[config.mk]
export PLATFORM = sky130hd
export DESIGN_NAME = sxe_exec
export DESIGN_NICKNAME = d
export VERILOG_FILES = /design/src/hdl/sxe_pkg.sv /design/src/hdl/sxe_exec.sv
export VERILOG_INCLUDE_DIRS = /design/src /design/src/hdl
export SDC_FILE = /design/constraint.sdc
export NUM_CORES = 1
export LEC_CHECK = 0
export ABC_CLOCK_PERIOD_IN_PS = 2000
export BUFFER_PORTS_ARGS = -buffer_cell sky130_fd_sc_hd__buf_2
export CAP_MARGIN = 20
export CORE_MARGIN = 10
export CORE_UTILIZATION = 35
export DETAILED_ROUTE_END_ITERATION = 10
export GPL_TIMING_DRIVEN = 0
export SLEW_MARGIN = 20
export SYNTH_ARGS = -nofsm -noshare
export SYNTH_HDL_FRONTEND = slang
export SYNTH_SLANG_ARGS = --single-unit
[constraint.sdc]
create_clock -name clock -period 2 [get_ports clock]
set_input_delay 0.5 -clock clock [delete_from_list [all_inputs] [get_ports clock]]
set_output_delay 0.5 -clock clock [all_outputs]
set_load 0.01 [all_outputs]
[src/hdl/sxe_map.svh]
`ifndef SXE_MAP_SVH
`define SXE_MAP_SVH
// data widths of the core
`define SXE_DATA_W 8
`define SXE_NIB_W 4
`define SXE_PROG_W 16
`define SXE_PADDR_W 13
`define SXE_DADDR_W 8
`define SXE_BIT_W 3
// reset values and the zero byte constant
`define SXE_ACC_RST 8'h00
`define SXE_TABLE_HIGH_BYTE_LATCH_RST 8'h00
`define SXE_ZERO_BYTE 8'h00
// last page high bits of the program address
`define SXE_LAST_PAGE 5'h1F
`define SXE_PAGE_W 5
// skip occupies two instruction cycles
`define SXE_SKIP_CYCLES 2
`endif

[src/hdl/sxe_pkg.sv]
`default_nettype none
`include "sxe_map.svh"
package sxe_pkg;
	// operation selected by the instruction decoder
	typedef enum logic [3:0] {
		SXE_OP_NONE = 4'h0,
		SXE_OP_SWAP = 4'h1,
		SXE_OP_SWAP_ACC = 4'h2,
		SXE_OP_SKZ = 4'h3,
		SXE_OP_SKZ_MOVE = 4'h4,
		SXE_OP_SKZ_BIT = 4'h5,
		SXE_OP_TAB_SPEC = 4'h6,
		SXE_OP_TAB_CUR = 4'h7,
		SXE_OP_TAB_LAST = 4'h8,
		SXE_OP_XOR_ACC = 4'h9,
		SXE_OP_XOR_MEM = 4'hA,
		SXE_OP_XOR_IMM = 4'hB
	} sxe_op_t;
	// decoded instruction request
	typedef struct packed {
		sxe_op_t op;
		logic [`SXE_DADDR_W-1:0] addr;
		logic [`SXE_BIT_W-1:0] bit_sel;
		logic [`SXE_DATA_W-1:0] imm;
	} sxe_req_t;
	// data memory write port
	typedef struct packed {
		logic we;
		logic [`SXE_DADDR_W-1:0] addr;
		logic [`SXE_DATA_W-1:0] data;
	} sxe_dwr_t;
	// sequencer states, gray along the skip path
	typedef enum logic [1:0] {
		SXE_ST_RUN = 2'b00,
		SXE_ST_DUMMY = 2'b01
	} sxe_state_t;
endpackage : sxe_pkg
`default_nettype wire

[src/hdl/sxe_exec.sv]
// Behaviour
// - swap memory byte nibbles in place, flags kept
// - swapped memory nibbles into accumulator, memory kept
// - skip next instruction when byte zero
// - taken skip inserts one dummy cycle
// - copy byte to accumulator, skip if zero
// - skip next instruction when selected bit zero
// - table read via both pointers, low/high split
// - table read in current page, low pointer
// - table read in last page, low pointer
// - accumulator xor memory into accumulator, zero flag
// - accumulator xor memory into memory, zero flag
// - accumulator xor immediate into accumulator, zero flag
`default_nettype none
`include "sxe_map.svh"
module sxe_exec
	import sxe_pkg::*;
(
	input wire logic clock,
	input wire logic rstn,
	input wire logic req_valid,
	output logic req_ready,
	input wire sxe_req_t req,
	input wire logic [`SXE_DATA_W-1:0] mem_rdata,
	input wire logic [`SXE_PROG_W-1:0] prog_rdata,
	input wire logic [`SXE_DATA_W-1:0] table_pointer_low,
	input wire logic [`SXE_DATA_W-1:0] table_pointer_high,
	input wire logic [`SXE_PAGE_W-1:0] current_page,
	output logic [`SXE_DADDR_W-1:0] mem_raddr,
	output logic [`SXE_PADDR_W-1:0] prog_addr,
	output sxe_dwr_t mem_wr,
	output logic [`SXE_DATA_W-1:0] acc,
	output logic zero_flag,
	output logic [`SXE_DATA_W-1:0] table_high_byte_latch,
	output logic skip_taken,
	output logic dummy_cycle
);
	// sequencer state
	sxe_state_t state_reg;
	sxe_state_t state_next;
	// results of the current instruction
	logic [`SXE_DATA_W-1:0] nib_swapped;
	logic [`SXE_DATA_W-1:0] xor_mem;
	logic [`SXE_DATA_W-1:0] xor_imm;
	logic byte_zero;
	logic bit_zero;
	logic skip_now;
	logic fire;
	logic tab_op;

	// memory and program addresses follow the request combinationally
	assign mem_raddr = req.addr;
	always_comb begin
		case (req.op)
			SXE_OP_TAB_CUR: begin
				prog_addr = {current_page, table_pointer_low};
			end
			SXE_OP_TAB_LAST: begin
				prog_addr = {`SXE_LAST_PAGE, table_pointer_low};
			end
			default: begin
				// specific page uses both pointers; top pointer bits beyond the space are dropped
				prog_addr = {table_pointer_high[`SXE_PAGE_W-1:0], table_pointer_low};
			end
		endcase
	end

	// specific page takes the page field from the high pointer, upper pointer bits ignored
	chk_spec_page_addr: assert property (@(posedge clock) disable iff (!rstn)
		(req.op == SXE_OP_TAB_SPEC) |->
		(prog_addr[`SXE_PADDR_W-1:`SXE_DATA_W] == table_pointer_high[`SXE_PAGE_W-1:0]
		&& prog_addr[`SXE_DATA_W-1:0] == table_pointer_low))
		else $error("specific page address wrong");
	// current page keeps the page field of the running program
	chk_cur_page_addr: assert property (@(posedge clock) disable iff (!rstn)
		(req.op == SXE_OP_TAB_CUR) |-> (prog_addr[`SXE_PADDR_W-1:`SXE_DATA_W] == current_page
		&& prog_addr[`SXE_DATA_W-1:0] == table_pointer_low))
		else $error("current page address wrong");
	// last page forces the top page whatever the high pointer holds
	chk_last_page_addr: assert property (@(posedge clock) disable iff (!rstn)
		(req.op == SXE_OP_TAB_LAST) |-> (prog_addr[`SXE_PADDR_W-1:`SXE_DATA_W] == `SXE_LAST_PAGE
		&& prog_addr[`SXE_DATA_W-1:0] == table_pointer_low))
		else $error("last page address wrong");

	// datapath helpers
	assign nib_swapped = {mem_rdata[`SXE_NIB_W-1:0], mem_rdata[`SXE_DATA_W-1:`SXE_NIB_W]};
	assign xor_mem = acc ^ mem_rdata;
	assign xor_imm = acc ^ req.imm;
	assign byte_zero = (mem_rdata == `SXE_ZERO_BYTE);
	assign bit_zero = ~mem_rdata[req.bit_sel];
	// no new instruction accepted while the dummy cycle runs
	assign req_ready = (state_reg == SXE_ST_RUN);
	assign fire = req_valid && req_ready;
	assign tab_op = (req.op == SXE_OP_TAB_SPEC) || (req.op == SXE_OP_TAB_CUR) || (req.op == SXE_OP_TAB_LAST);

	// skip decision
	always_comb begin
		case (req.op)
			SXE_OP_SKZ: begin
				skip_now = byte_zero;
			end
			SXE_OP_SKZ_MOVE: begin
				skip_now = byte_zero;
			end
			SXE_OP_SKZ_BIT: begin
				skip_now = bit_zero;
			end
			default: begin
				skip_now = 1'b0;
			end
		endcase
	end

	// sequencer: a taken skip holds off the next request one cycle
	always_comb begin
		case (state_reg)
			SXE_ST_RUN: begin
				state_next = (fire && skip_now) ? SXE_ST_DUMMY : SXE_ST_RUN;
			end
			SXE_ST_DUMMY: begin
				state_next = SXE_ST_RUN;
			end
			default: begin
				state_next = SXE_ST_RUN;
			end
		endcase
	end

	// state register
	always_ff @(posedge clock or negedge rstn) begin
		if (!rstn) begin
			state_reg <= SXE_ST_RUN;
		end else begin
			state_reg <= state_next;
		end
	end

	// skip pulse and dummy marker, registered
	always_ff @(posedge clock or negedge rstn) begin
		if (!rstn) begin
			skip_taken <= 1'b0;
			dummy_cycle <= 1'b0;
		end else begin
			skip_taken <= fire && skip_now;
			dummy_cycle <= (state_next == SXE_ST_DUMMY);
		end
	end

	// a taken skip must hold the decoder off for exactly one cycle
	chk_skip_blocks_next: assert property (@(posedge clock) disable iff (!rstn)
		(fire && skip_now) |=> (!req_ready ##1 req_ready))
		else $error("skip did not hold off exactly one cycle");
	// the dummy marker must cover exactly the refused cycle
	chk_dummy_marker: assert property (@(posedge clock) disable iff (!rstn)
		dummy_cycle == !req_ready)
		else $error("dummy marker out of step with ready");
	// byte test skips exactly when the byte is zero
	chk_zero_test_skip: assert property (@(posedge clock) disable iff (!rstn)
		(fire && req.op == SXE_OP_SKZ) |=> (skip_taken == ($past(mem_rdata) == `SXE_ZERO_BYTE)))
		else $error("byte zero test skip wrong");
	// the plain byte test leaves every register and flag alone
	chk_skz_no_change: assert property (@(posedge clock) disable iff (!rstn)
		(fire && req.op == SXE_OP_SKZ) |=> (!mem_wr.we && $stable(acc) && $stable(zero_flag)))
		else $error("byte zero test changed state");
	// bit test skips exactly when the selected bit is clear
	chk_bit_test_skip: assert property (@(posedge clock) disable iff (!rstn)
		(fire && req.op == SXE_OP_SKZ_BIT) |=> (skip_taken == !$past(mem_rdata[req.bit_sel])))
		else $error("bit zero test skip wrong");
	// the bit test leaves every register and flag alone
	chk_bit_no_change: assert property (@(posedge clock) disable iff (!rstn)
		(fire && req.op == SXE_OP_SKZ_BIT) |=> (!mem_wr.we && $stable(acc) && $stable(zero_flag)))
		else $error("bit zero test changed state");
	// only the three test forms may ever take a skip
	chk_no_stray_skip: assert property (@(posedge clock) disable iff (!rstn)
		(fire && req.op != SXE_OP_SKZ && req.op != SXE_OP_SKZ_MOVE && req.op != SXE_OP_SKZ_BIT) |=> !skip_taken)
		else $error("skip taken by a non test instruction");

	// accumulator: only the accumulator-writing operations touch it
	always_ff @(posedge clock or negedge rstn) begin
		if (!rstn) begin
			acc <= `SXE_ACC_RST;
		end else if (fire) begin
			case (req.op)
				SXE_OP_SWAP_ACC: begin
					acc <= nib_swapped;
				end
				SXE_OP_SKZ_MOVE: begin
					acc <= mem_rdata;
				end
				SXE_OP_XOR_ACC: begin
					acc <= xor_mem;
				end
				SXE_OP_XOR_IMM: begin
					acc <= xor_imm;
				end
				default: begin
					acc <= acc;
				end
			endcase
		end
	end

	// move form copies the byte whatever the outcome, skipping on zero
	chk_move_to_acc: assert property (@(posedge clock) disable iff (!rstn)
		(fire && req.op == SXE_OP_SKZ_MOVE) |=> (acc == $past(mem_rdata)
		&& skip_taken == ($past(mem_rdata) == `SXE_ZERO_BYTE)))
		else $error("move with skip wrong");
	// move form leaves the zero flag and memory alone, even for a zero byte
	chk_move_no_flag: assert property (@(posedge clock) disable iff (!rstn)
		(fire && req.op == SXE_OP_SKZ_MOVE) |=> (!mem_wr.we && $stable(zero_flag)))
		else $error("move with skip touched flag or memory");
	// high memory nibble lands low in the accumulator and the other way round
	chk_swap_acc_value: assert property (@(posedge clock) disable iff (!rstn)
		(fire && req.op == SXE_OP_SWAP_ACC) |=>
		(acc[`SXE_NIB_W-1:0] == $past(mem_rdata[`SXE_DATA_W-1:`SXE_NIB_W])
		&& acc[`SXE_DATA_W-1:`SXE_NIB_W] == $past(mem_rdata[`SXE_NIB_W-1:0])
		&& !mem_wr.we && $stable(zero_flag)))
		else $error("nibble swap to accumulator wrong");
	// xor from memory updates the accumulator and the zero flag together
	chk_xor_acc_zero: assert property (@(posedge clock) disable iff (!rstn)
		(fire && req.op == SXE_OP_XOR_ACC) |=> (acc == ($past(acc) ^ $past(mem_rdata))
		&& zero_flag == (acc == `SXE_ZERO_BYTE)))
		else $error("xor to accumulator wrong");
	// xor immediate uses the operand carried in the instruction
	chk_xor_imm_zero: assert property (@(posedge clock) disable iff (!rstn)
		(fire && req.op == SXE_OP_XOR_IMM) |=> (acc == ($past(acc) ^ $past(req.imm))
		&& zero_flag == (acc == `SXE_ZERO_BYTE)))
		else $error("xor immediate wrong");
	// accumulator forms of xor must not write memory
	chk_xor_acc_no_write: assert property (@(posedge clock) disable iff (!rstn)
		(fire && (req.op == SXE_OP_XOR_ACC || req.op == SXE_OP_XOR_IMM)) |=> !mem_wr.we)
		else $error("accumulator xor wrote memory");

	// zero flag: only the xor group updates it, everything else leaves it
	always_ff @(posedge clock or negedge rstn) begin
		if (!rstn) begin
			zero_flag <= 1'b0;
		end else if (fire) begin
			case (req.op)
				SXE_OP_XOR_ACC: begin
					zero_flag <= (xor_mem == `SXE_ZERO_BYTE);
				end
				SXE_OP_XOR_MEM: begin
					zero_flag <= (xor_mem == `SXE_ZERO_BYTE);
				end
				SXE_OP_XOR_IMM: begin
					zero_flag <= (xor_imm == `SXE_ZERO_BYTE);
				end
				default: begin
					zero_flag <= zero_flag;
				end
			endcase
		end
	end

	// data memory write port, registered one-cycle strobe
	always_ff @(posedge clock or negedge rstn) begin
		if (!rstn) begin
			mem_wr <= '0;
		end else begin
			mem_wr.we <= 1'b0;
			mem_wr.addr <= req.addr;
			if (fire) begin
				case (req.op)
					SXE_OP_SWAP: begin
						mem_wr.we <= 1'b1;
						mem_wr.data <= nib_swapped;
					end
					SXE_OP_XOR_MEM: begin
						mem_wr.we <= 1'b1;
						mem_wr.data <= xor_mem;
					end
					SXE_OP_TAB_SPEC, SXE_OP_TAB_CUR, SXE_OP_TAB_LAST: begin
						mem_wr.we <= 1'b1;
						mem_wr.data <= prog_rdata[`SXE_DATA_W-1:0];
					end
					default: begin
						mem_wr.data <= mem_wr.data;
					end
				endcase
			end
		end
	end

	// in-place swap writes the exchanged nibbles back to the same byte
	chk_swap_mem_write: assert property (@(posedge clock) disable iff (!rstn)
		(fire && req.op == SXE_OP_SWAP) |=> (mem_wr.we && mem_wr.addr == $past(req.addr)
		&& mem_wr.data[`SXE_DATA_W-1:`SXE_NIB_W] == $past(mem_rdata[`SXE_NIB_W-1:0])
		&& mem_wr.data[`SXE_NIB_W-1:0] == $past(mem_rdata[`SXE_DATA_W-1:`SXE_NIB_W])
		&& $stable(acc) && $stable(zero_flag)))
		else $error("in place swap wrong");
	// xor to memory writes the result back and sets zero from it
	chk_xor_mem_write: assert property (@(posedge clock) disable iff (!rstn)
		(fire && req.op == SXE_OP_XOR_MEM) |=> (mem_wr.we && mem_wr.addr == $past(req.addr)
		&& mem_wr.data == ($past(acc) ^ $past(mem_rdata)) && zero_flag == (mem_wr.data == `SXE_ZERO_BYTE)))
		else $error("xor to memory wrong");
	// xor to memory leaves the accumulator as it was
	chk_xor_mem_acc_kept: assert property (@(posedge clock) disable iff (!rstn)
		(fire && req.op == SXE_OP_XOR_MEM) |=> $stable(acc))
		else $error("xor to memory changed the accumulator");

	// table high latch takes the upper byte of the code word
	always_ff @(posedge clock or negedge rstn) begin
		if (!rstn) begin
			table_high_byte_latch <= `SXE_TABLE_HIGH_BYTE_LATCH_RST;
		end else if (fire && tab_op) begin
			table_high_byte_latch <= prog_rdata[`SXE_PROG_W-1:`SXE_DATA_W];
		end
	end

	// low byte to memory and high byte to the latch on the same edge
	chk_table_high_byte: assert property (@(posedge clock) disable iff (!rstn)
		(fire && tab_op) |=> (table_high_byte_latch == $past(prog_rdata[`SXE_PROG_W-1:`SXE_DATA_W])
		&& mem_wr.data == $past(prog_rdata[`SXE_DATA_W-1:0])))
		else $error("table read split wrong");
	// a table read writes the named byte and leaves accumulator and flag alone
	chk_table_mem_write: assert property (@(posedge clock) disable iff (!rstn)
		(fire && tab_op) |=> (mem_wr.we && mem_wr.addr == $past(req.addr) && $stable(acc) && $stable(zero_flag)))
		else $error("table read write or flag wrong");
endmodule : sxe_exec
`default_nettype wire

Word level (Yosys, flattened, before mapping)

Index checks and enable logic that the tools add are counted.

Magnitude comparators: 1
Equal/unequal tests: 12
Muxes and demuxes: 11
Bitwise operators: 3
Reduce and logical (&&, ||, !) cells: 19

Operators by type and width:

| cell               | number |
|---|---|
| $pmux 8 s4         | 1 |
| $pmux 13 s2        | 1 |
| $logic_not 8->1    | 3 |
| $pmux 8 s3         | 1 |
| $eq 4x3->1 const B | 4 |
| $eq 4x4->1 const B | 4 |
| $xor 8x8->8        | 2 |
| $eq 4x2->1 const B | 2 |
| $reduce_and 2->1   | 3 |
| $mux 1             | 5 |
| $reduce_or 5->1    | 1 |
| $eq 4x1->1 const B | 1 |
| $lt 3x4->1 const B | 1 |
| $pmux 1 s2         | 2 |
| $reduce_bool 4->1  | 1 |
| $reduce_or 2->1    | 2 |
| $bmux 1 s3         | 1 |
| $logic_and 1x1->1  | 3 |
| $reduce_bool 3->1  | 1 |
| $reduce_or 3->1    | 1 |
| $eq 2x1->1 const B | 1 |
| $logic_not 2->1    | 1 |
| $logic_or 1x1->1   | 2 |
| $reduce_bool 2->1  | 1 |
| $not 1->1          | 1 |

Flip-flop bits (word level): 38
Bits of input ports: 71
Output and inout bits: 58
Word-level logic and storage cells: 55

Depth between registers and ports, before layout

Gate-level depths: netlist (run 1).

Depth after elaboration: 8
Mapped depth: 6
Mapped depth without buffers: 4

Worst setup path after synthesis (run 1)

No wires, ideal clock.

Kind: input -> output
Start: input req[22] (netlist name)
End: output prog_addr[10]
Data arrival time: 1.371 ns
Required time: 1.500 ns
Setup slack: 0.129 ns
Cell stages on the path: 5
Buffers on the path: 3
Cells stage by stage: buf_2 -> buf_2 -> clkbuf_1 -> o21ai_0 -> nand2_1

Longest elaborated chain between the ends: 2
Elaborated cells on any way between the ends: 3
Classes of those cells: eq/ne (2); mux (1)

Ends and longest elaborated chain:

| element                                         | line           | text |
|---|---|---|
| from (decl)                                     | sxe_exec.sv:23 | `input wire sxe_req_t req,` |
| $eq 4x4->1 / $eq 4x3->1 (equally long branches) | sxe_exec.sv:54 | `case (req.op)` |
| $pmux 13 s2 *                                   | sxe_exec.sv:54 |  |
| to (decl)                                       | sxe_exec.sv:30 | `` output logic [`SXE_PADDR_W-1:0] prog_addr, `` |

Mark *: on every way between the ends. The rest lies on a longest branch, timed or not.

Final worst setup path (run 1)

Start: input req[20] (netlist name)
End: output prog_addr[8]

The elaborated chain is that of the path after synthesis.

==> Flow_metrics.wiki, run 1 <==
{| class="wikitable"
! Metric !! Value
|-
| Launching element of the worst setup path || req[20]
|-
| HPWL after DPL || 7.10 mm
|-
| Synthesized flop and latch total || 36
|-
| Cells after DPL || 503
|-
| Total DRC errors in the routed layout || 0
|-
| Highest clock frequency the design can meet || a little over 0.5 GHz
|-
| Most frequent cells after synthesis || dfrtp_1 (36), nor2_1 (24), buf_4 (20), nand2_1 (19)
|-
| Post-synthesis average cell area || about 9.3 um^2
|-
| Worst IR Drop VDD || 0.481 mV
|-
| Synthesized instance count || around 290
|-
| Detailed-routed wire length on met2 || between 4 and 5 mm
|-
| Final cycle utilization of the critical path || 0.973
|-
| Reg clk slew, reported paths || approximately 80 ps
|-
| Synth-to-Final Area Change || 32.7%
|-
| Sink Count || 36
|-
| Slowest Stage Delay on Critical Path || around 220 ps
|-
| Master of the slowest instance on the critical path || nor2_4
|-
| Result of the run || completed
|-
| Pwr dens || ~670 nW/um^2
|-
| Measured slew at the worst slew-check pin || 808 ps
|-
| Seq/Total Area, Yosys || 0.331
|-
| Number of global-route vias before repair || 2871
|-
| Mapped cell area || ~2700 um^2
|-
| Total inserted antenna cells || 0
|-
| Per-cell via count in the routed design || 5.24
|-
| Root Buffer || clkbuf_8
|-
| Yosys warning total || 0
|-
| Number of violations of the max-capacitance limit || 0
|-
| I/O Buffers || 109
|-
| Minimum clock period || around 2000 ps
|-
| Critical R2R Launch || acc[7]
|-
| Utilization after layout || 0.473
|-
| CP max FO || 11
|-
| Relative slew margins || 0.461
|-
| Area of the die || 11700 um^2
|-
| Overall via count from detail_route || 2684
|-
| Leading register cell type out of synthesis || dfrtp_1
|-
| Placed cell areas || between 3000 and 4000 um^2
|-
| Final hold vios || 0
|-
| Ranking of synthesized cells by area || dfrtp_1 (33%), mux2_2 (6.2%), buf_4 (5.5%)
|-
| Number of distinct library cells after synthesis || 51
|-
| Clk Latency, worst-skew pair || between 200 and 300 ps
|-
| Critical setup path kind || primary input to output pin
|-
| Placement Rows || 32
|-
| CTS tree || done
|-
| CP startpoint kind || primary input
|-
| Wl on met1 || around 3.9 mm
|-
| Routed length per placed instance || around 18 um
|-
| Hold-fix buffers at CTS || 0
|-
| Die width || about 110 um
|-
| Routed wire length || 9.19 mm
|-
| Largest net degree at the start of global routing || 37
|-
| Data arrival at the endpoint of the critical path || 1450 ps
|-
| Number of endpoints failing setup at the final stage || 0
|-
| Number of detailed-routing iterations run before antenna repair || 4
|-
| Number of nets in the layout || between 400 and 500
|-
| Top-count cell post-synth || dfrtp_1
|-
| Total clock buffers created by CTS || 5
|-
| Antenna Violating Nets Remaining || 0
|-
| Nature of the critical path endpoint || output pin
|-
| Setup clock skew after layout || between 8 and 9 ps
|-
| Area inside the core boundary || ~7600 um^2
|-
| Post-Route Hold Slack || between 200 and 300 ps
|-
| Fraction of final layout cells with drive strength greater than 1 || 0.449
|-
| Leakage component of the power || around 1.7 nW
|-
| Initial cell density of the core || 0.356
|-
| Non-filler cells, final || about 510
|-
| Global-route wire length before repair || 14.5 mm
|-
| Final Slew Violations || 0
|-
| Top routing layer in use || met4
|-
| Post-synthesis cell type with the largest combined area || dfrtp_1
|-
| Register-to-Register Setup Slack || 210 ps
|-
| Clock tree buffer depth || 2
|-
| Min-delay worst type || primary input to async pin
|-
| Total Routing Usage GR || 0.153
|-
| Global route overflow || 0
|-
| Critical path required time || 1500 ps
|-
| Cells along the critical path || clkbuf_4 > buf_6 > nand2_2 > nor2_4 > a22oi_2 > nand2_1 > buf_2
|-
| First-iteration detailed-routing DRC count || approximately 170
|-
| Number of levels in the clock H-tree || 2
|-
| Share of flip-flops with an asynchronous set or reset after synthesis || 1.00
|-
| Synth Net Count || about 360
|-
| Total length of routed met3 wires || approximately 930 um
|-
| Top cell type's share of synthesized area || 0.331
|-
| Number of synthesized flops with an enable pin || 0
|-
| Last weighted congestion value of the routability-driven placer || about 0.84
|-
| Number of primary I/O pins || around 130
|-
| Vert. Die Dim || 108 um
|-
| Number of antenna violations at the first check in global routing || 0
|-
| Final Cell Area || 3620 um^2
|}
==> report_power, final <==
group / total, mW / leakage (nW) / switching, mW / internal, mW
clock: 0.520 / 0.0414 / 0.272 / 0.248
combinational: 0.935 / 1.22 / 0.491 / 0.444
sequential: 0.974 / 0.439 / 0.116 / 0.858
total: 2.43 / 1.70 / 0.879 / 1.55
==> registers in the layout, indices dropped and copies added (netlist names) <==
signal                 flops
dummy_cycle                1
skip_taken                 1
table_high_byte_latch      8
zero_flag                  1
mem_wr                    17
acc                        8
==> cells in the final DEF (no fill, tap or decap), types with 3 or more instances in the layout <==
cell,synthesis,routed
buf_2,8,110
xor2_1,11,11
a21oi_1,4,4
o31ai_1,9,9
clkbuf_8,0,6
buf_4,20,24
nor2_1,24,23
nand2_1,19,18
a21boi_0,7,7
o21ai_0,15,15
nand3b_1,7,7
a211oi_1,6,6
a22o_1,14,14
dfrtp_1,36,36
a22oi_2,0,5
o21a_1,6,6
nor4_1,3,3
mux2i_1,7,7
mux2_2,15,15
nand2b_1,8,7
xnor2_1,7,7
nor2b_1,5,5
a211o_1,8,8
clkbuf_1,13,12
==> worst max-delay path, delay by kind of cell <==
family,cells,cell delay (ps)
buffers and inverters,3,450
AO/OA/AOI/OAI,1,110
AND/OR/NAND/NOR,3,370
==> area by class of cell <==
class | count | area [um^2]
multi-input combinational | 212 | 1630
tap | 102 | 128
buffer | 38 | 268
clock inverter | 2 | 16.3
sequential | 36 | 901
timing repair buffer | 114 | 591
clock buffer | 6 | 72.6
inverter | 2 | 7.51
fill | 757 | 4030
==> path summary, 6_finish.rpt <==
path                                             to  depth (start not counted)
hold / removal             table_high_byte_latch[1]                          1
setup / recovery                       prog_addr[8]                          7
min in group clock                       mem_wr[12]                          1
max in group asynchronous                mem_wr[16]                          1
hold reg to reg                           mem_wr[7]                          1
setup reg to reg                          mem_wr[7]                          4
==> metrics by stage <==
stage	TNS [ps]	setup slack (ps)	total power [mW]
after global routing	-6.17	-6.17	2.60
after global placement	-2000	-329	1.89
after detailed placement	-2330	-379	1.90
after floorplan	0	129	1.52
final	0	54.6	2.43
after CTS	0	4.22	2.44
==> per-layer routing <==
layer  global-route usage  vias up
met4               0.0391        0
met5                    0        -
met2                0.242      112
met1                0.192     1287
li1                     -     1279
met3               0.0583        6
==> kinds of logic after synthesis <==
family                    after synthesis  synth area share
buffers and inverters                  44            0.0946
AOI/OAI and AO/OA                      84             0.229
and+or+nand+nor                        85             0.180
DFF                                    36             0.331
xor gates and xnor gates               18            0.0579
muxes                                  25             0.108
==> timing repair <==
item / CTS / global route
endpoints found under the setup margin: 5 / 5
gates resized for setup: 16 / 15
setup buffers: 1 / 4
pin swaps: 1 / 1
Note: power is estimated with default switching activity, not from simulation.
==> run 2, diff against run 1 <==
--- a/config.mk
+++ b/config.mk
@@ -6,7 +6,7 @@
 export SDC_FILE = /design/constraint.sdc
 export NUM_CORES = 1
 export LEC_CHECK = 0
-export ABC_CLOCK_PERIOD_IN_PS = 2000
+export ABC_CLOCK_PERIOD_IN_PS = 2500
 export BUFFER_PORTS_ARGS = -buffer_cell sky130_fd_sc_hd__buf_2
 export CAP_MARGIN = 20
 export CORE_MARGIN = 10
==> constraint.sdc (replaced) <==
create_clock -name clock -period 2.5 [get_ports clock]
set_input_delay 0.375 -clock clock [delete_from_list [all_inputs] [get_ports clock]]
set_output_delay 0.375 -clock clock [all_outputs]
set_load 0.01 [all_outputs]
==> run 2 against run 1 <==
  * First-iteration DRC count unchanged
  * Global-route usage decreased by 0.086 points
  * Combinational power decreased by 22%
  * Count of clock-buffer cells in the layout unchanged
  * Clock skew about the same
  * Utilization decreased by 1.7 points
  * Largest cell class unchanged
  * Largest power group unchanged
==> Flow_metrics.wiki, run 2 (same netlist as run 1, synthesis figures left out) <==
{| class="wikitable"
! Metric !! Value
|-
| Relative slew margins || 0.456
|-
| Overall via count from detail_route || ~2700
|-
| Total clock buffers created by CTS || 5
|-
| Result of the run || completed
|-
| Sink Count || 36
|-
| Measured slew at the worst slew-check pin || 816 ps
|-
| Post-CTS Setup Inserts || 0
|-
| Pwr dens || roughly 550 nW/um^2
|-
| Largest net degree at the start of global routing || 37
|-
| Number of antenna violations at the first check in global routing || 0
|-
| Number of nets in the layout || 479
|-
| Nature of the critical path endpoint || output pin
|-
| First-iteration detailed-routing DRC count || roughly 170
|-
| Critical setup path kind || primary input to output pin
|-
| CP max FO || 10
|-
| Number of detailed-routing iterations run before antenna repair || 5
|-
| HPWL after DPL || about 7.1 mm
|-
| Most frequent cells in the layout || buf_2 (117), dfrtp_1 (36), nor2_1 (24), buf_4 (20), nand2_1 (19)
|-
| Placement Rows || 32
|-
| Die width || approximately 110 um
|-
| Reg clk slew, reported paths || around 80 ps
|-
| Cells along the critical path || buf_2 > buf_4 > clkbuf_1 > nand3_1 > a22oi_1 > nand2_1 > buf_2
|-
| Critical path required time || between 2000 and 2500 ps
|-
| Launching element of the worst setup path || req[21]
|-
| Total of fill cells in the finished design || between 700 and 800
|-
| Highest clock frequency the design can meet || between 0.4 and 0.5 GHz
|-
| CTS tree || done
|-
| Clock tree buffer depth || 2
|-
| Minimum clock period || roughly 2200 ps
|-
| Cell with the most instances on the worst path || buf_2
|-
| Top reg by flops || mem_wr
|-
| Initial cell density of the core || 0.356
|-
| Most common library cell in the layout ignoring fill and taps || buf_2
|-
| Number of primary I/O pins || roughly 130
|-
| Min-delay worst type || primary input to async pin
|-
| Setup TNS || 0 ps
|-
| Master of the slowest instance on the critical path || clkbuf_1
|-
| Registers with the most flip-flops || mem_wr (17), acc (8), table_high_byte_latch (8)
|-
| Root Buffer || clkbuf_8
|-
| Number of levels in the clock H-tree || 2
|-
| Setup clock skew after layout || 8.44 ps
|-
| Slowest Stage Delay on Critical Path || roughly 370 ps
|-
| Number of global-route vias before repair || 2861
|-
| Critical R2R Launch || acc[7]
|-
| Leakage component of the power || roughly 1.7 nW
|-
| Area used by multi-input combinational logic || 1570 um^2
|-
| Clk Latency, worst-skew pair || roughly 300 ps
|-
| Setup repair after global routing missed its margin || false
|-
| Total DRC errors in the routed layout || 0
|-
| Max FFs per register || 17
|-
| Per-cell via count in the routed design || 5.26
|-
| Data arrival at the endpoint of the critical path || roughly 1800 ps
|-
| Post-cts repair resize count || 0
|-
| Post-layout total power || slightly below 2 mW
|-
| Number of violations of the max-capacitance limit || 0
|-
| Final cycle utilization of the critical path || 0.865
|-
| Last weighted congestion value of the routability-driven placer || approximately 0.84
|-
| CP startpoint kind || primary input
|-
| Area of the die || approximately 12000 um^2
|-
| Number of endpoints failing setup at the final stage || 0
|-
| Global route overflow || 0
|-
| Worst IR Drop VDD || slightly below 0.4 mV
|-
| Vert. Die Dim || around 110 um
|-
| Worst reg2reg path depth || 4
|-
| Fraction of final layout cells with drive strength greater than 1 || 0.418
|-
| Routed length per placed instance || 17.8 um
|-
| Register-to-Register Setup Slack || a little over 700 ps
|-
| Synth-to-Final Area Change || 28.0%
|-
| Area inside the core boundary || roughly 7600 um^2
|-
| Total inserted antenna cells || 0
|-
| Hold-fix buffers at CTS || 0
|-
| Total Routing Usage GR || 0.153
|-
| Global-route wire length before repair || roughly 14 mm
|-
| I/O Buffers || ~110
|-
| Final hold vios || 0
|-
| FF+latch area || between 900 and 1000 um^2
|-
| Worst r2r dst || mem_wr[7]
|-
| Routed wire length || 9.11 mm
|-
| Final Slew Violations || 0
|-
| Antenna Violating Nets Remaining || 0
|}
[run 2: how the worst max path moves through the flow]
stage | cells past startpoint | to | slack [ps]
after floorplan | 5 | mem_wr[7] | 870
after global placement | 8 | prog_addr[8] | 420
after detailed placement | 7 | prog_addr[12] | 370
after CTS | 7 | prog_addr[12] | 370
after global routing | 7 | prog_addr[12] | 170
final | 7 | prog_addr[12] | 340
[run 2: critical path, delay by kind of cell]
| family | cells | cell delay (ps) |
|---|---|---|
| buf+inv | 4 | 820 |
| compound gates | 1 | 230 |
| simple gates | 2 | 360 |
[run 2: per-stage QoR]
step | hold WS, ps | utilization | cell area, um^2 | cells | setup WS, ps
3_5_place_dp | 477 | 0.444 | 3400 | 503 | 371
2_1_floorplan | 79.4 | - | 2730 | 292 | 873
4_1_cts | 189 | 0.456 | 3490 | 511 | 373
3_3_place_gp | 472 | 0.444 | 3400 | 503 | 421
5_1_grt | 182 | 0.456 | 3490 | 511 | 167
6_report | 164 | 0.456 | 3490 | 511 | 337
[run 2: area by class of cell]
cell class	instances	share of cell area
inverter	2	0.00215
clock buffer	6	0.0208
sequential	36	0.258
multi-input combinational	212	0.449
clock inverter	2	0.00466
tap	102	0.0366
buffer	42	0.0718
timing repair buffer	109	0.156
[run 2: where the power goes]
group	leakage [nW]	switching (mW)	internal (mW)
Sequential	0.439	0.0915	0.687
Combinational	1.18	0.387	0.341
Clock	0.0414	0.222	0.198
Total	1.66	0.701	1.23
[run 2: routing by layer]
metal	track usage	up-vias	part of all wire
met5	0	-	0
met4	0.0353	0	0.0053
met3	0.0559	4	0.10
met2	0.240	135	0.45
met1	0.195	1274	0.44
li1	-	1277	-
==> run 3, diff against run 2 <==
--- a/config.mk
+++ b/config.mk
@@ -9,10 +9,11 @@
 export ABC_CLOCK_PERIOD_IN_PS = 2500
 export BUFFER_PORTS_ARGS = -buffer_cell sky130_fd_sc_hd__buf_2
 export CAP_MARGIN = 20
-export CORE_MARGIN = 10
+export CORE_MARGIN = 4
 export CORE_UTILIZATION = 35
 export DETAILED_ROUTE_END_ITERATION = 10
 export GPL_TIMING_DRIVEN = 0
+export SKIP_CTS_REPAIR_TIMING = 1
 export SLEW_MARGIN = 20
 export SYNTH_ARGS = -nofsm -noshare
 export SYNTH_HDL_FRONTEND = slang
==> run 3 against run 2 <==
  * Hold slack better by 16 ps
  * Register-to-register slack got worse by 20 ps
  * Fmax increased by 1.9%
  * Count of clock-buffer cells in the layout increased by 1
  * Utilization increased by 1.4 points
  * Sequential share of layout area grew 0.056 points
  * Die area decreased by 21%
  * Critical endpoint unchanged
==> Flow_metrics.wiki, run 3 (same netlist as run 1, synthesis figures left out) <==
{| class="wikitable"
! Metric !! Value
|-
| Routed wire length || around 8.5 mm
|-
| HPWL after DPL || 6.46 mm
|-
| Launching element of the worst setup path || req[21]
|-
| Critical path required time || 2120 ps
|-
| Routed length per placed instance || about 17 um
|-
| Critical setup path kind || primary input to output pin
|-
| Leakage component of the power || 1.66 nW
|-
| CTS tree || done
|-
| Data arrival at the endpoint of the critical path || 1750 ps
|-
| Registers with the most flip-flops || mem_wr (17), acc (8), table_high_byte_latch (8)
|-
| Min-delay worst type || primary input to async pin
|-
| Worst IR Drop VDD || between 0.3 and 0.4 mV
|-
| Top reg by flops || mem_wr
|-
| Synth-to-Final Area Change || 27.7%
|-
| FF+latch area || roughly 900 um^2
|-
| Share of total power consumed by net switching || 0.359
|-
| Highest clock frequency the design can meet || 0.471 GHz
|-
| Global-route wire length before repair || between 10 and 15 mm
|-
| Most frequent cells in the layout || buf_2 (117), dfrtp_1 (36), nor2_1 (24), buf_4 (20), nand2_1 (19)
|-
| Number of levels in the clock H-tree || 2
|-
| Number of primary I/O pins || between 100 and 150
|-
| Placed cell areas || ~3400 um^2
|-
| Sequential Power Share || 0.409
|-
| Number of violations of the max-capacitance limit || 0
|-
| I/O Buffers || about 110
|-
| Root Buffer || clkbuf_8
|-
| Number of global-route vias before repair || approximately 2700
|-
| Global route overflow || 0
|-
| Final Cell Area || about 3500 um^2
|-
| Cell Int Power || around 1.2 mW
|-
| Fraction of final layout cells with drive strength greater than 1 || 0.416
|-
| Part of the power in combinational logic || 0.377
|-
| Result of the run || completed
|-
| Total inserted antenna cells || 0
|-
| Antenna Violating Nets Remaining || 0
|-
| Placement Rows || 31
|-
| Net Switching || 0.685 mW
|-
| Overall via count from detail_route || ~2700
|-
| Die width || approximately 96 um
|-
| Number of detailed-routing iterations run before antenna repair || 5
|-
| Clk network pwr share || 0.214
|-
| Most common library cell in the layout ignoring fill and taps || buf_2
|-
| Final cycle utilization of the critical path || 0.849
|-
| Minimum clock period || approximately 2100 ps
|-
| Max FFs per register || 17
|-
| First-iteration detailed-routing DRC count || ~190
|-
| Per-cell via count in the routed design || roughly 5.3
|-
| Number of antenna violations at the first check in global routing || 0
|-
| Largest net degree at the start of global routing || 37
|-
| Total DRC errors in the routed layout || 0
|-
| Number of nets in the layout || ~480
|-
| Setup clock skew after layout || 7.23 ps
|-
| Measured slew at the worst slew-check pin || slightly above 800 ps
|-
| Clk Latency, worst-skew pair || roughly 290 ps
|-
| Critical R2R Launch || acc[7]
|-
| Post-layout total power || approximately 1.9 mW
|-
| Pwr dens || 549 nW/um^2
|-
| Total of fill cells in the finished design || between 600 and 700
|-
| Number of endpoints failing setup at the final stage || 0
|-
| Final hold vios || 0
|-
| CP startpoint kind || primary input
|-
| Vert. Die Dim || 96.2 um
|-
| Reg clk slew, reported paths || about 80 ps
|-
| Area used by multi-input combinational logic || 1570 um^2
|-
| Nature of the critical path endpoint || output pin
|-
| Last weighted congestion value of the routability-driven placer || approximately 0.96
|-
| Total Routing Usage GR || 0.184
|-
| Area of the die || between 9000 and 10000 um^2
|-
| Area inside the core boundary || ~7400 um^2
|-
| Clock tree buffer depth || 2
|-
| Setup repair after global routing missed its margin || false
|-
| Final Slew Violations || 0
|-
| Sink Count || 36
|-
| Relative slew margins || 0.445
|-
| Initial cell density of the core || 0.368
|-
| CP max FO || 10
|-
| Setup TNS || 0 ps
|-
| Total clock buffers created by CTS || 5
|}
run 3: through the flow:
stage               hold slack (ps)  setup slack [ps]  utilization  std cells
CTS                             196               369        0.470        508
global placement                487               444        0.458        500
floorplan                      79.4               873            -        292
detailed placement              487               374        0.458        500
global route                    192               187        0.470        508
finish                          180               377        0.470        508
run 3: cell type report:
| class | count | share of cell area |
|---|---|---|
| multi-input combinational | 212 | 0.450 |
| sequential | 36 | 0.259 |
| timing repair buffer | 109 | 0.157 |
| buffer | 42 | 0.0719 |
| tap | 99 | 0.0356 |
| clock buffer | 7 | 0.0219 |
| clock inverter | 1 | 0.00252 |
| inverter | 2 | 0.00216 |
run 3: final timing paths:
check,end,slack [ps],cells past startpoint
hold reg to reg,mem_wr[4],500,1
setup / recovery,prog_addr[12],380,7
max in group asynchronous,mem_wr[2],1790,1
setup reg to reg,mem_wr[7],690,4
hold / removal,acc[2],180,1
min in group clock,mem_wr[13],200,1
run 3: power by group through the flow:
| stage | clock network (mW) | registers (mW) | logic [mW] |
|---|---|---|---|
| floorplan | 0 | 0.831 | 0.386 |
| global placement | 0 | 0.789 | 0.713 |
| detailed placement | 0 | 0.792 | 0.724 |
| CTS | 0.424 | 0.782 | 0.726 |
| global route | 0.451 | 0.798 | 0.789 |
| finish | 0.409 | 0.783 | 0.720 |
run 3: critical path: stages:
cell	delay (ps)
buf_2	130
buf_4	180
clkbuf_1	340
nand3_1	290
a22oi_1	230
nand2_1	70
buf_2	140
run 3: layer usage:
layer | wire, um | share of wire | up-vias | global-route usage
met5 | 0 | 0 | - | 0
met4 | 116 | 0.014 | 0 | 0.0616
met3 | 896 | 0.10 | 12 | 0.0500
met2 | 3990 | 0.47 | 123 | 0.306
met1 | 3540 | 0.41 | 1298 | 0.230
li1 | - | - | 1273 | -
